File: src/lbis_map.svh
/*
 Offsets, field positions, reset values and timing counts
 of the logic block input unit.
 Assumes a 100 MHz system clock and byte addresses on APB.
*/
`ifndef LBIS_MAP_SVH
`define LBIS_MAP_SVH
// ----------------------------------------
// Register byte offsets
// ----------------------------------------
`define LBIS_A_LOGIC  8'h00
`define LBIS_A_SFIN   8'h04
`define LBIS_A_SFCFG  8'h08
`define LBIS_A_STAT   8'h0C
`define LBIS_A_COUNT  8'h10
`define LBIS_A_ELAP   8'h14
`define LBIS_A_RTC    8'h18
`define LBIS_A_AIN    8'h1C
`define LBIS_A_GAIN   8'h20
`define LBIS_A_OFFS   8'h24
`define LBIS_A_SCALED 8'h28
`define LBIS_A_MSGG   8'h2C
`define LBIS_A_HOURS  8'h30
// ----------------------------------------
// Field positions
// ----------------------------------------
`define LBIS_F_S      0
`define LBIS_F_R      1
`define LBIS_F_TRG    2
`define LBIS_F_CNT    3
`define LBIS_F_DIR    4
`define LBIS_F_EN     5
`define LBIS_F_INV    6
`define LBIS_F_RAL    7
`define LBIS_F_LAP    8
`define LBIS_F_CONN   16
`define LBIS_F_RET    2
`define LBIS_F_PROT   3
`define LBIS_F_PROG   4
`define LBIS_F_MPROT  5
`define LBIS_F_TVAL   16
// ----------------------------------------
// Reset values
// ----------------------------------------
`define LBIS_RST_GAIN 11'sh064
// ----------------------------------------
// Timing and scaling
// ----------------------------------------
`define LBIS_CLK_MHZ    100
`define LBIS_TICK_MS    10
`define LBIS_TICK_CYC   (`LBIS_TICK_MS * 1000 * `LBIS_CLK_MHZ)
`define LBIS_SEC_MS     1000
`define LBIS_SEC_TICKS  (`LBIS_SEC_MS / `LBIS_TICK_MS)
`define LBIS_MIN_TICKS  (60 * `LBIS_SEC_TICKS)
`define LBIS_BKUP_DAYS  20
`define LBIS_BKUP_SEC   (`LBIS_BKUP_DAYS * 86400)
`define LBIS_AIN_MAX    1000
`define LBIS_GAIN_LIM   1000
`define LBIS_OFFS_LIM   10000
`define LBIS_GAIN_DIV   100
`endif

File: src/lbis_pkg.sv
/*
 Types of the logic block input unit.
 Assumes lbis_map.svh for all numbers.
*/
`default_nettype none
package lbis_pkg;
    typedef enum logic [1:0] {TB_SEC, TB_MIN, TB_HR, TB_10MS} lbis_tb_e;
    typedef struct packed {
        logic        psel;
        logic        penable;
        logic        pwrite;
        logic [7:0]  paddr;
        logic [31:0] pwdata;
    } lbis_apb_req_s;
    typedef struct packed {
        logic [31:0] prdata;
        logic        pready;
        logic        pslverr;
    } lbis_apb_rsp_s;
    typedef struct packed {
        logic [31:0]        prdata;
        logic [4:0]         lg;
        logic [8:0]         sfv;
        logic [8:0]         sfc;
        lbis_tb_e           tb;
        logic               ret;
        logic               prot;
        logic               prog;
        logic               mprot;
        logic [15:0]        tval;
        logic               xor_q;
        logic               not_q;
        logic               sf_q;
        logic               q_out;
        logic               trg_d;
        logic               cnt_d;
        logic [15:0]        count;
        logic [31:0]        tleft;
        logic               trun;
        logic [31:0]        elapsed;
        logic [31:0]        swdiv;
        logic [31:0]        tick;
        logic [6:0]         subsec;
        logic [31:0]        rtc;
        logic [31:0]        rtc_save;
        logic [31:0]        outage;
        logic               bk_exp;
        logic [31:0]        hours;
        logic [2:0]         pf_s;
        logic [2:0]         pps_s;
        logic               pf_lvl;
        logic               pps_lvl;
        logic [9:0]         ain;
        logic signed [10:0] gain;
        logic signed [14:0] offs;
        logic signed [31:0] scaled;
    } lbis_st_s;
endpackage
`default_nettype wire

File: src/lbis_top.sv
/*
 Logic block input unit: XOR and NOT gates, one special
 function with its control inputs, timer, counter and
 stopwatch, real-time clock with backup, retention,
 parameter protection and analog scaling, on APB.
 Assumes an ADC on CLK_SYS giving 10 mV steps, and
 asynchronous POWER_FAIL and REF_PPS pins.
*/
`include "lbis_map.svh"
`default_nettype none
module lbis_top #(
    parameter int TICK_CYC = `LBIS_TICK_CYC,
    parameter int BKUP_SEC = `LBIS_BKUP_SEC
) (
    input  wire logic                   CLK_SYS,
    input  wire logic                   SRST,
    input  wire lbis_pkg::lbis_apb_req_s APB_REQ,
    output lbis_pkg::lbis_apb_rsp_s     APB_RSP,
    input  wire logic [11:0]            SENSOR_VOLTAGE_IN,
    input  wire logic                   POWER_FAIL,
    input  wire logic                   REF_PPS,
    output logic                        XOR_Q,
    output logic                        NOT_Q,
    output logic                        SF_Q
);
    import lbis_pkg::*;

    lbis_st_s   st;
    lbis_st_s   nx;
    logic [8:0] v;
    logic       acc;
    logic       hit;
    logic       ed;

    // ----------------------------------------
    // Helpers
    // ----------------------------------------
    function automatic logic [31:0] unit_ticks(lbis_tb_e tb);
        case (tb)
            TB_MIN:  return 32'(`LBIS_SEC_TICKS);
            TB_HR:   return 32'(`LBIS_MIN_TICKS);
            default: return 32'h1;
        endcase
    endfunction

    function automatic logic [31:0] t_ticks(lbis_tb_e tb, logic [15:0] t);
        logic [31:0] mul;
        mul = (tb == TB_MIN || tb == TB_HR) ? 32'h3C : 32'(`LBIS_SEC_TICKS);
        return ({24'h0, t[15:8]} * mul + {24'h0, t[7:0]}) * unit_ticks(tb);
    endfunction

    function automatic logic signed [15:0] clamp(logic signed [31:0] x, int lim);
        if (x > lim) begin
            return 16'(lim);
        end
        if (x < -lim) begin
            return 16'(-lim);
        end
        return x[15:0];
    endfunction

    // Shift of the range after gain; divide truncates toward zero
    function automatic logic signed [31:0] scale(logic [9:0] a,
                                                 logic signed [10:0] g,
                                                 logic signed [14:0] o);
        logic signed [31:0] p;
        p = $signed({22'h0, a}) * 32'(g);
        p = p / 32'(`LBIS_GAIN_DIV);
        return p + 32'(o);
    endfunction

    assign v   = st.sfv & st.sfc;
    assign acc = APB_REQ.psel & APB_REQ.penable;
    assign hit = (APB_REQ.paddr[1:0] == 2'h0) && (APB_REQ.paddr <= `LBIS_A_HOURS);
    assign ed  = !st.prot | st.prog;

    // ----------------------------------------
    // Next state
    // ----------------------------------------
    always_comb begin
        logic pf_up;
        logic pf_dn;
        logic pps_up;
        logic run;
        logic tk;
        logic sec;
        logic trg_up;
        logic cnt_up;
        logic [31:0] rd;
        pf_up  = 1'b0;
        pf_dn  = 1'b0;
        pps_up = 1'b0;
        run    = 1'b0;
        tk     = 1'b0;
        sec    = 1'b0;
        trg_up = 1'b0;
        cnt_up = 1'b0;
        rd     = 32'h0;
        nx     = st;

        // Pins: a change counts once second and third flop agree
        nx.pf_s  = {st.pf_s[1:0], POWER_FAIL};
        nx.pps_s = {st.pps_s[1:0], REF_PPS};
        nx.pf_lvl  = (st.pf_s[2] == st.pf_s[1]) ? st.pf_s[2] : st.pf_lvl;
        nx.pps_lvl = (st.pps_s[2] == st.pps_s[1]) ? st.pps_s[2] : st.pps_lvl;
        pf_up  = nx.pf_lvl & !st.pf_lvl;
        pf_dn  = !nx.pf_lvl & st.pf_lvl;
        pps_up = nx.pps_lvl & !st.pps_lvl;
        run    = !st.pf_lvl;

        // Base tick and clock seconds
        tk = (st.tick == 32'(TICK_CYC - 1));
        nx.tick = tk ? 32'h0 : st.tick + 32'h1;
        if (tk) begin
            if (st.subsec == 7'(`LBIS_SEC_TICKS - 1)) begin
                sec = 1'b1;
                nx.subsec = 7'h0;
            end else begin
                nx.subsec = st.subsec + 7'h1;
            end
        end
        // Late second is made up, early one re-aligned
        if (pps_up) begin
            sec = (st.subsec >= 7'(`LBIS_SEC_TICKS / 2));
            nx.subsec = 7'h0;
        end
        if (sec && (run || !st.bk_exp)) begin
            nx.rtc = st.rtc + 32'h1;
        end

        // Backup span of the clock
        if (!run && sec && !st.bk_exp) begin
            nx.outage = st.outage + 32'h1;
            if (st.outage >= 32'(BKUP_SEC - 1)) begin
                nx.bk_exp = 1'b1;
            end
        end
        if (pf_up) begin
            nx.rtc_save = st.rtc;
            nx.outage   = 32'h0;
            nx.bk_exp   = 1'b0;
        end
        if (pf_dn && st.bk_exp) begin
            nx.rtc = st.rtc_save;
        end
        if (run && sec && st.sf_q) begin
            nx.hours = st.hours + 32'h1;
        end

        // Special function
        nx.trg_d = v[`LBIS_F_TRG];
        nx.cnt_d = v[`LBIS_F_CNT];
        trg_up = v[`LBIS_F_TRG] & !st.trg_d;
        cnt_up = v[`LBIS_F_CNT] & !st.cnt_d;
        if (run) begin
            if (v[`LBIS_F_RAL]) begin
                nx.sf_q    = 1'b0;
                nx.count   = 16'h0;
                nx.tleft   = 32'h0;
                nx.trun    = 1'b0;
                nx.elapsed = 32'h0;
                nx.swdiv   = 32'h0;
            end else if (v[`LBIS_F_R]) begin
                nx.sf_q  = 1'b0;
                nx.trun  = 1'b0;
                nx.tleft = 32'h0;
            end else if (v[`LBIS_F_EN]) begin
                if (v[`LBIS_F_S]) begin
                    nx.sf_q = 1'b1;
                end
                if (trg_up) begin
                    nx.trun  = 1'b1;
                    nx.tleft = t_ticks(st.tb, st.tval);
                end else if (st.trun && tk) begin
                    if (st.tleft <= 32'h1) begin
                        nx.trun = 1'b0;
                        nx.sf_q = 1'b1;
                    end else begin
                        nx.tleft = st.tleft - 32'h1;
                    end
                end
                if (cnt_up) begin
                    nx.count = v[`LBIS_F_DIR] ? st.count - 16'h1 : st.count + 16'h1;
                end
                if (tk && !v[`LBIS_F_LAP]) begin
                    if (st.swdiv >= unit_ticks(st.tb) - 32'h1) begin
                        nx.swdiv   = 32'h0;
                        nx.elapsed = st.elapsed + 32'h1;
                    end else begin
                        nx.swdiv = st.swdiv + 32'h1;
                    end
                end
            end
        end
        // Hours counter and clock are never cleared here
        if (pf_dn && !st.ret) begin
            nx.sf_q    = 1'b0;
            nx.count   = 16'h0;
            nx.tleft   = 32'h0;
            nx.trun    = 1'b0;
            nx.elapsed = 32'h0;
            nx.swdiv   = 32'h0;
        end
        if (v[`LBIS_F_R] || v[`LBIS_F_RAL]) begin
            nx.q_out = 1'b0;
        end else begin
            nx.q_out = nx.sf_q ^ v[`LBIS_F_INV];
        end

        // Basic gates
        nx.xor_q = (st.lg[0] & st.lg[2]) ^ (st.lg[1] & st.lg[3]);
        nx.not_q = !st.lg[4];

        // Analog path
        if (run) begin
            if (SENSOR_VOLTAGE_IN > 12'(`LBIS_AIN_MAX)) begin
                nx.ain = 10'(`LBIS_AIN_MAX);
            end else begin
                nx.ain = SENSOR_VOLTAGE_IN[9:0];
            end
            nx.scaled = scale(st.ain, st.gain, st.offs);
        end

        // APB read data taken in the setup cycle
        case (APB_REQ.paddr)
            `LBIS_A_LOGIC:  rd = {27'h0, st.lg};
            `LBIS_A_SFIN:   rd = {7'h0, st.sfc, 7'h0, st.sfv};
            `LBIS_A_SFCFG:  rd = {st.tval, 10'h0, st.mprot, st.prog, st.prot, st.ret, st.tb};
            `LBIS_A_STAT:   rd = {26'h0, st.bk_exp, st.pf_lvl, st.trun, st.q_out, st.not_q, st.xor_q};
            `LBIS_A_COUNT:  rd = {16'h0, st.count};
            `LBIS_A_ELAP:   rd = st.elapsed;
            `LBIS_A_RTC:    rd = st.rtc;
            `LBIS_A_AIN:    rd = {22'h0, st.ain};
            `LBIS_A_GAIN:   rd = 32'(st.gain);
            `LBIS_A_OFFS:   rd = 32'(st.offs);
            `LBIS_A_SCALED: rd = st.scaled;
            `LBIS_A_MSGG:   rd = 32'(st.gain);
            `LBIS_A_HOURS:  rd = st.hours;
            default:        rd = 32'h0;
        endcase
        if (APB_REQ.psel && !APB_REQ.penable) begin
            nx.prdata = hit ? rd : 32'h0;
        end

        // APB writes at the access edge
        if (acc && APB_REQ.pwrite && hit) begin
            case (APB_REQ.paddr)
                `LBIS_A_LOGIC: nx.lg = APB_REQ.pwdata[4:0];
                `LBIS_A_SFIN: begin
                    nx.sfv = APB_REQ.pwdata[8:0];
                    nx.sfc = APB_REQ.pwdata[`LBIS_F_CONN +: 9];
                end
                `LBIS_A_SFCFG: begin
                    nx.tb    = lbis_tb_e'(APB_REQ.pwdata[1:0]);
                    nx.ret   = APB_REQ.pwdata[`LBIS_F_RET];
                    nx.prot  = APB_REQ.pwdata[`LBIS_F_PROT];
                    nx.prog  = APB_REQ.pwdata[`LBIS_F_PROG];
                    nx.mprot = APB_REQ.pwdata[`LBIS_F_MPROT];
                    if (ed) begin
                        nx.tval = APB_REQ.pwdata[`LBIS_F_TVAL +: 16];
                    end
                end
                `LBIS_A_RTC: begin
                    nx.rtc    = APB_REQ.pwdata;
                    nx.subsec = 7'h0;
                end
                `LBIS_A_GAIN: if (ed) begin
                    nx.gain = 11'(clamp($signed(APB_REQ.pwdata), `LBIS_GAIN_LIM));
                end
                `LBIS_A_OFFS: if (ed) begin
                    nx.offs = 15'(clamp($signed(APB_REQ.pwdata), `LBIS_OFFS_LIM));
                end
                `LBIS_A_MSGG: if (!st.mprot) begin
                    nx.gain = 11'(clamp($signed(APB_REQ.pwdata), `LBIS_GAIN_LIM));
                end
                default: ;
            endcase
        end
    end

    always_ff @(posedge CLK_SYS) begin
        if (SRST) begin
            st      <= '0;
            st.gain <= `LBIS_RST_GAIN;
        end else begin
            st <= nx;
        end
    end

    // ----------------------------------------
    // Outputs
    // ----------------------------------------
    assign APB_RSP.prdata  = st.prdata;
    assign APB_RSP.pready  = 1'b1;
    assign APB_RSP.pslverr = acc & !hit;
    assign XOR_Q = st.xor_q;
    assign NOT_Q = st.not_q;
    assign SF_Q  = st.q_out;
endmodule
`default_nettype wire

File: config.mk
export PLATFORM = sky130hd
export DESIGN_NAME = lbis_top
export DESIGN_NICKNAME = d
export VERILOG_FILES = /design/src/lbis_pkg.sv /design/src/lbis_top.sv
export VERILOG_INCLUDE_DIRS = /design/src /design/src/src
export SDC_FILE = /design/constraint.sdc
export NUM_CORES = 2
export LEC_CHECK = 0
export ABC_CLOCK_PERIOD_IN_PS = 24400
export BUFFER_PORTS_ARGS = -buffer_cell sky130_fd_sc_hd__buf_2
export CORE_AREA = 2 2 291 293
export DETAILED_ROUTE_END_ITERATION = 6
export DIE_AREA = 0 0 293 295
export PLACE_DENSITY = 0.57
export SKIP_CTS_REPAIR_TIMING = 1
export SLEW_MARGIN = 20
export SYNTH_ARGS = -nofsm -noshare
export SYNTH_HDL_FRONTEND = slang
export SYNTH_SLANG_ARGS = --single-unit
File: constraint.sdc
create_clock -name CLK_SYS -period 24.4 [get_ports CLK_SYS]
set_clock_uncertainty 0.1 [all_clocks]
set_input_delay 1.22 -clock CLK_SYS [delete_from_list [all_inputs] [get_ports CLK_SYS]]
set_output_delay 1.22 -clock CLK_SYS [all_outputs]
set_load 0.01 [all_outputs]
==> results by group <==
Die
  • # rows: between 100 and 150
  • I/O pin cnt: 96
  • DIE AREA: 86,400 um2
  • Vert. Die Dim: 295 um
  • Area of the core: 83,200 um2
  • Initial Util: 0.447
  • Chip width: between 200 and 300 um

Clock network
  • Reg clk slew, reported paths: 70 ps
  • Root buffer cell: clkbuf_16
  • Worst skew pair latency: 610 ps
  • Clk buf depth: 3
  • CTS tree: built
  • CTS Buf Count: 50
  • CTS Sinks: 440
  • H-tree level count: 2

Synthesis
  • Synthesis-stage register bit count: 440
  • EDFF count, synth: 0
  • Synthesized area: 37,100 um2
  • Async set-or-reset flop fraction in the synthesized netlist: 0
  • Syn_area_per_cell: approximately 8.0 um2
  • Post-synthesis sequential area ratio: 0.237
  • Distinct cells, synth: 114
  • Primary FF master, synth: dfxtp_1
  • Synthesis Warnings: 0
  • Syn Inst Count: 4,624

Global route
  • M1 GR Usage: 0.346
  • Number of global-route vias before repair: ~31,000
  • Initial antenna violation count: 5
  • Grt ovf: 0
  • First-pass GRT wire length: 172,000 um
  • Met3 Use GR: 0.0292
  • Largest net degree at the start of global routing: 95
  • Global routing usage on met2: 0.405
  • GRT Util Overall: 0.246
  • Gr busiest metal: met2

Place
  • Final Wtd Congestion: 0.885
  • DP HPWL: 82,500 um
  • Port buffer count: 94

STA
  • Hold Vio Cnt, Final: 0
  • Fin crit period: about 22,000 ps
  • Max Freq: 0.0445 GHz
  • Max Transition Viols Final: 0
  • Setup TNS: 0 ps
  • Worst slew pin tran: 1080 ps
  • Worst hold slack: about 330 ps
  • Slew Limit Headroom: 0.279
  • Tcrit/Tclk final: 0.921
  • RSZ-0062 raised after global routing: false
  • Final setup viols: 0

Finish
  • Fin util: 0.481
  • FF+latch area: 8810 um2
  • Multi-input gate area: 25,900 um2
  • Syn-to-layout area delta: 7.75%
  • Share of cells above drive strength 1: 0.0648
  • Final-layout fill cell count: about 8,200
  • Final nets: 5,148

Worst setup path
  • Most used cell, CP: a21oi_1
  • Crit end category: flop
  • CP Launch Type: flop
  • CP peak stage delay: 630 ps
  • Critical Path RT: around 25,000 ps
  • Crit path max-delay cell type: dfxtp_1
  • Crit path kind: flop to flop
  • Critical Path AT: ~23,000 ps
  • CP max FO: 14

Detailed routing
  • DR iter-0 viols: 2,362
  • Drt total wl: roughly 110,000 um
  • DRC Markers: 0
  • Via count: 32,600
  • Post-route ant nets: 0
  • Vias/cell: 5.71
  • WL/cell: 18.9 um
  • Pre-Repair DR Iteration Count: 7

Min path
  • Hold Path Class: flop to flop

Pwr
  • Internal: 0.00282 W
  • P_sw: just over 0.003 W
  • Seq pwr share: 0.129
  • Clock share of power: 0.133
  • PD cells: 146 nW/um2
  • Switching Fraction: 0.517
  • Combinational share of power: 0.738
  • Leak Pwr: ~17 nW
  • Peak supply drop: 0.391 mV

Flow run
  • MaxCap Viol Count: 0

Status
  • Run status: completed
[area by class of cell]
cell class / instances / share of cell area
antenna: 1 / 0.0000625
inverter: 386 / 0.0362
clock inverter: 11 / 0.00400
multi-input combinational: 3565 / 0.648
timing repair buffer: 135 / 0.0197
tap: 1080 / 0.0338
clock buffer: 80 / 0.0381
sequential: 440 / 0.220
[through the flow]
| step | area [um2] | total power [W] | std cells | worst slack [ps] |
|---|---|---|---|---|
| 4_1_cts | 40000 | 0.00579 | 5697 | 2130 |
| 6_report | 40000 | 0.00584 | 5698 | 1920 |
| 3_3_place_gp | 38300 | 0.00504 | 5606 | 2530 |
| 5_1_grt | 40000 | 0.00635 | 5698 | 136 |
| 2_1_floorplan | 37100 | 0.00419 | 4627 | 4700 |
| 3_5_place_dp | 38300 | 0.00501 | 5606 | 2190 |
[path summary, 6_finish.rpt]
check / startpoint / endpoint / slack [ps] / cells past startpoint
setup / recovery: st[51] / st[31] / 1920 / 88
setup reg to reg: st[51] / st[31] / 1920 / 88
hold / removal: nx[71] / nx[72] / 330 / 1
hold reg to reg: nx[71] / nx[72] / 330 / 1
[power by group through the flow]
stage / clock network (W) / registers (W) / logic, W
2_1_floorplan: 0 / 0.000760 / 0.00343
3_3_place_gp: 0 / 0.000766 / 0.00427
3_5_place_dp: 0 / 0.000766 / 0.00425
4_1_cts: 0.000788 / 0.000750 / 0.00425
5_1_grt: 0.000821 / 0.000751 / 0.00478
6_report: 0.000777 / 0.000750 / 0.00431
[state kept, by name (all words and copies together) (netlist names)]
register,cells
APB_RSP,32
NOT_Q,1
SF_Q,1
XOR_Q,1
nx,4
st,401
[logic make-up (layout without fill, tap and decap cells)]
logic type      Yosys count  count (layout)  share of synthesized area
simple gates           1650            1650                      0.210
compound gates         1055            1055                      0.193
buf+inv                 622             612                     0.0667
fa+ha+maj               512             512                      0.210
flops                   440             440                      0.237
xor+xnor                314             314                     0.0751
mux                      30              30                    0.00873
other cells               1               5                   0.000101
[cells in the mapped netlist, types with 33 or more instances]
| cell type | number | share of area |
|---|---|---|
| fa_1 | 186 | 0.10 |
| a31oi_1 | 42 | 0.0071 |
| buf_4 | 36 | 0.0073 |
| nand3_1 | 129 | 0.017 |
| xor2_1 | 158 | 0.037 |
| nor2_1 | 499 | 0.050 |
| o21bai_1 | 56 | 0.011 |
| and2_1 | 130 | 0.022 |
| dfxtp_1 | 440 | 0.24 |
| nand2_1 | 476 | 0.048 |
| nor3_1 | 71 | 0.0096 |
| clkbuf_1 | 177 | 0.018 |
| and3_1 | 52 | 0.0088 |
| nand4_1 | 61 | 0.010 |
| nor2b_1 | 37 | 0.0062 |
| nor4_1 | 38 | 0.0064 |
| a22oi_1 | 57 | 0.012 |
| inv_1 | 385 | 0.039 |
| o21ai_0 | 105 | 0.014 |
| ha_1 | 325 | 0.11 |
| o211ai_1 | 33 | 0.0067 |
| a221oi_1 | 39 | 0.0092 |
| a21o_1 | 44 | 0.0089 |
| a21oi_1 | 372 | 0.050 |
| or3_1 | 44 | 0.0074 |
| xnor2_1 | 151 | 0.036 |
| a211oi_1 | 48 | 0.0097 |
[metal layers]
layer / part of all wire / vias up
li1: - / 15900
met1: 0.46 / 15600
met2: 0.46 / 878
met3: 0.055 / 145
met4: 0.021 / 6
met5: 0.00034 / -
[placed cells by master, fill, tap and decap left out, drive strengths merged, types with 129 or more instances in the layout]
| master | n |
|---|---|
| nor2 | 501 |
| nand2 | 477 |
| dfxtp | 440 |
| inv | 387 |
| a21oi | 378 |
| ha | 325 |
| fa | 186 |
| xor2 | 159 |
| xnor2 | 155 |
| buf | 134 |
| and2 | 133 |
| nand3 | 129 |
| o21ai | 129 |
[critical path: cells and delay by family (launching register included)]
family          cells  cell delay, ps
compound gates     56           12840
fa+ha+maj           8            3520
simple gates       15            3460
mux                 3            1220
flops               1             630
xor+xnor            2             370
buf+inv             4             220
No activity file was read; power rests on OpenSTA's default activity.
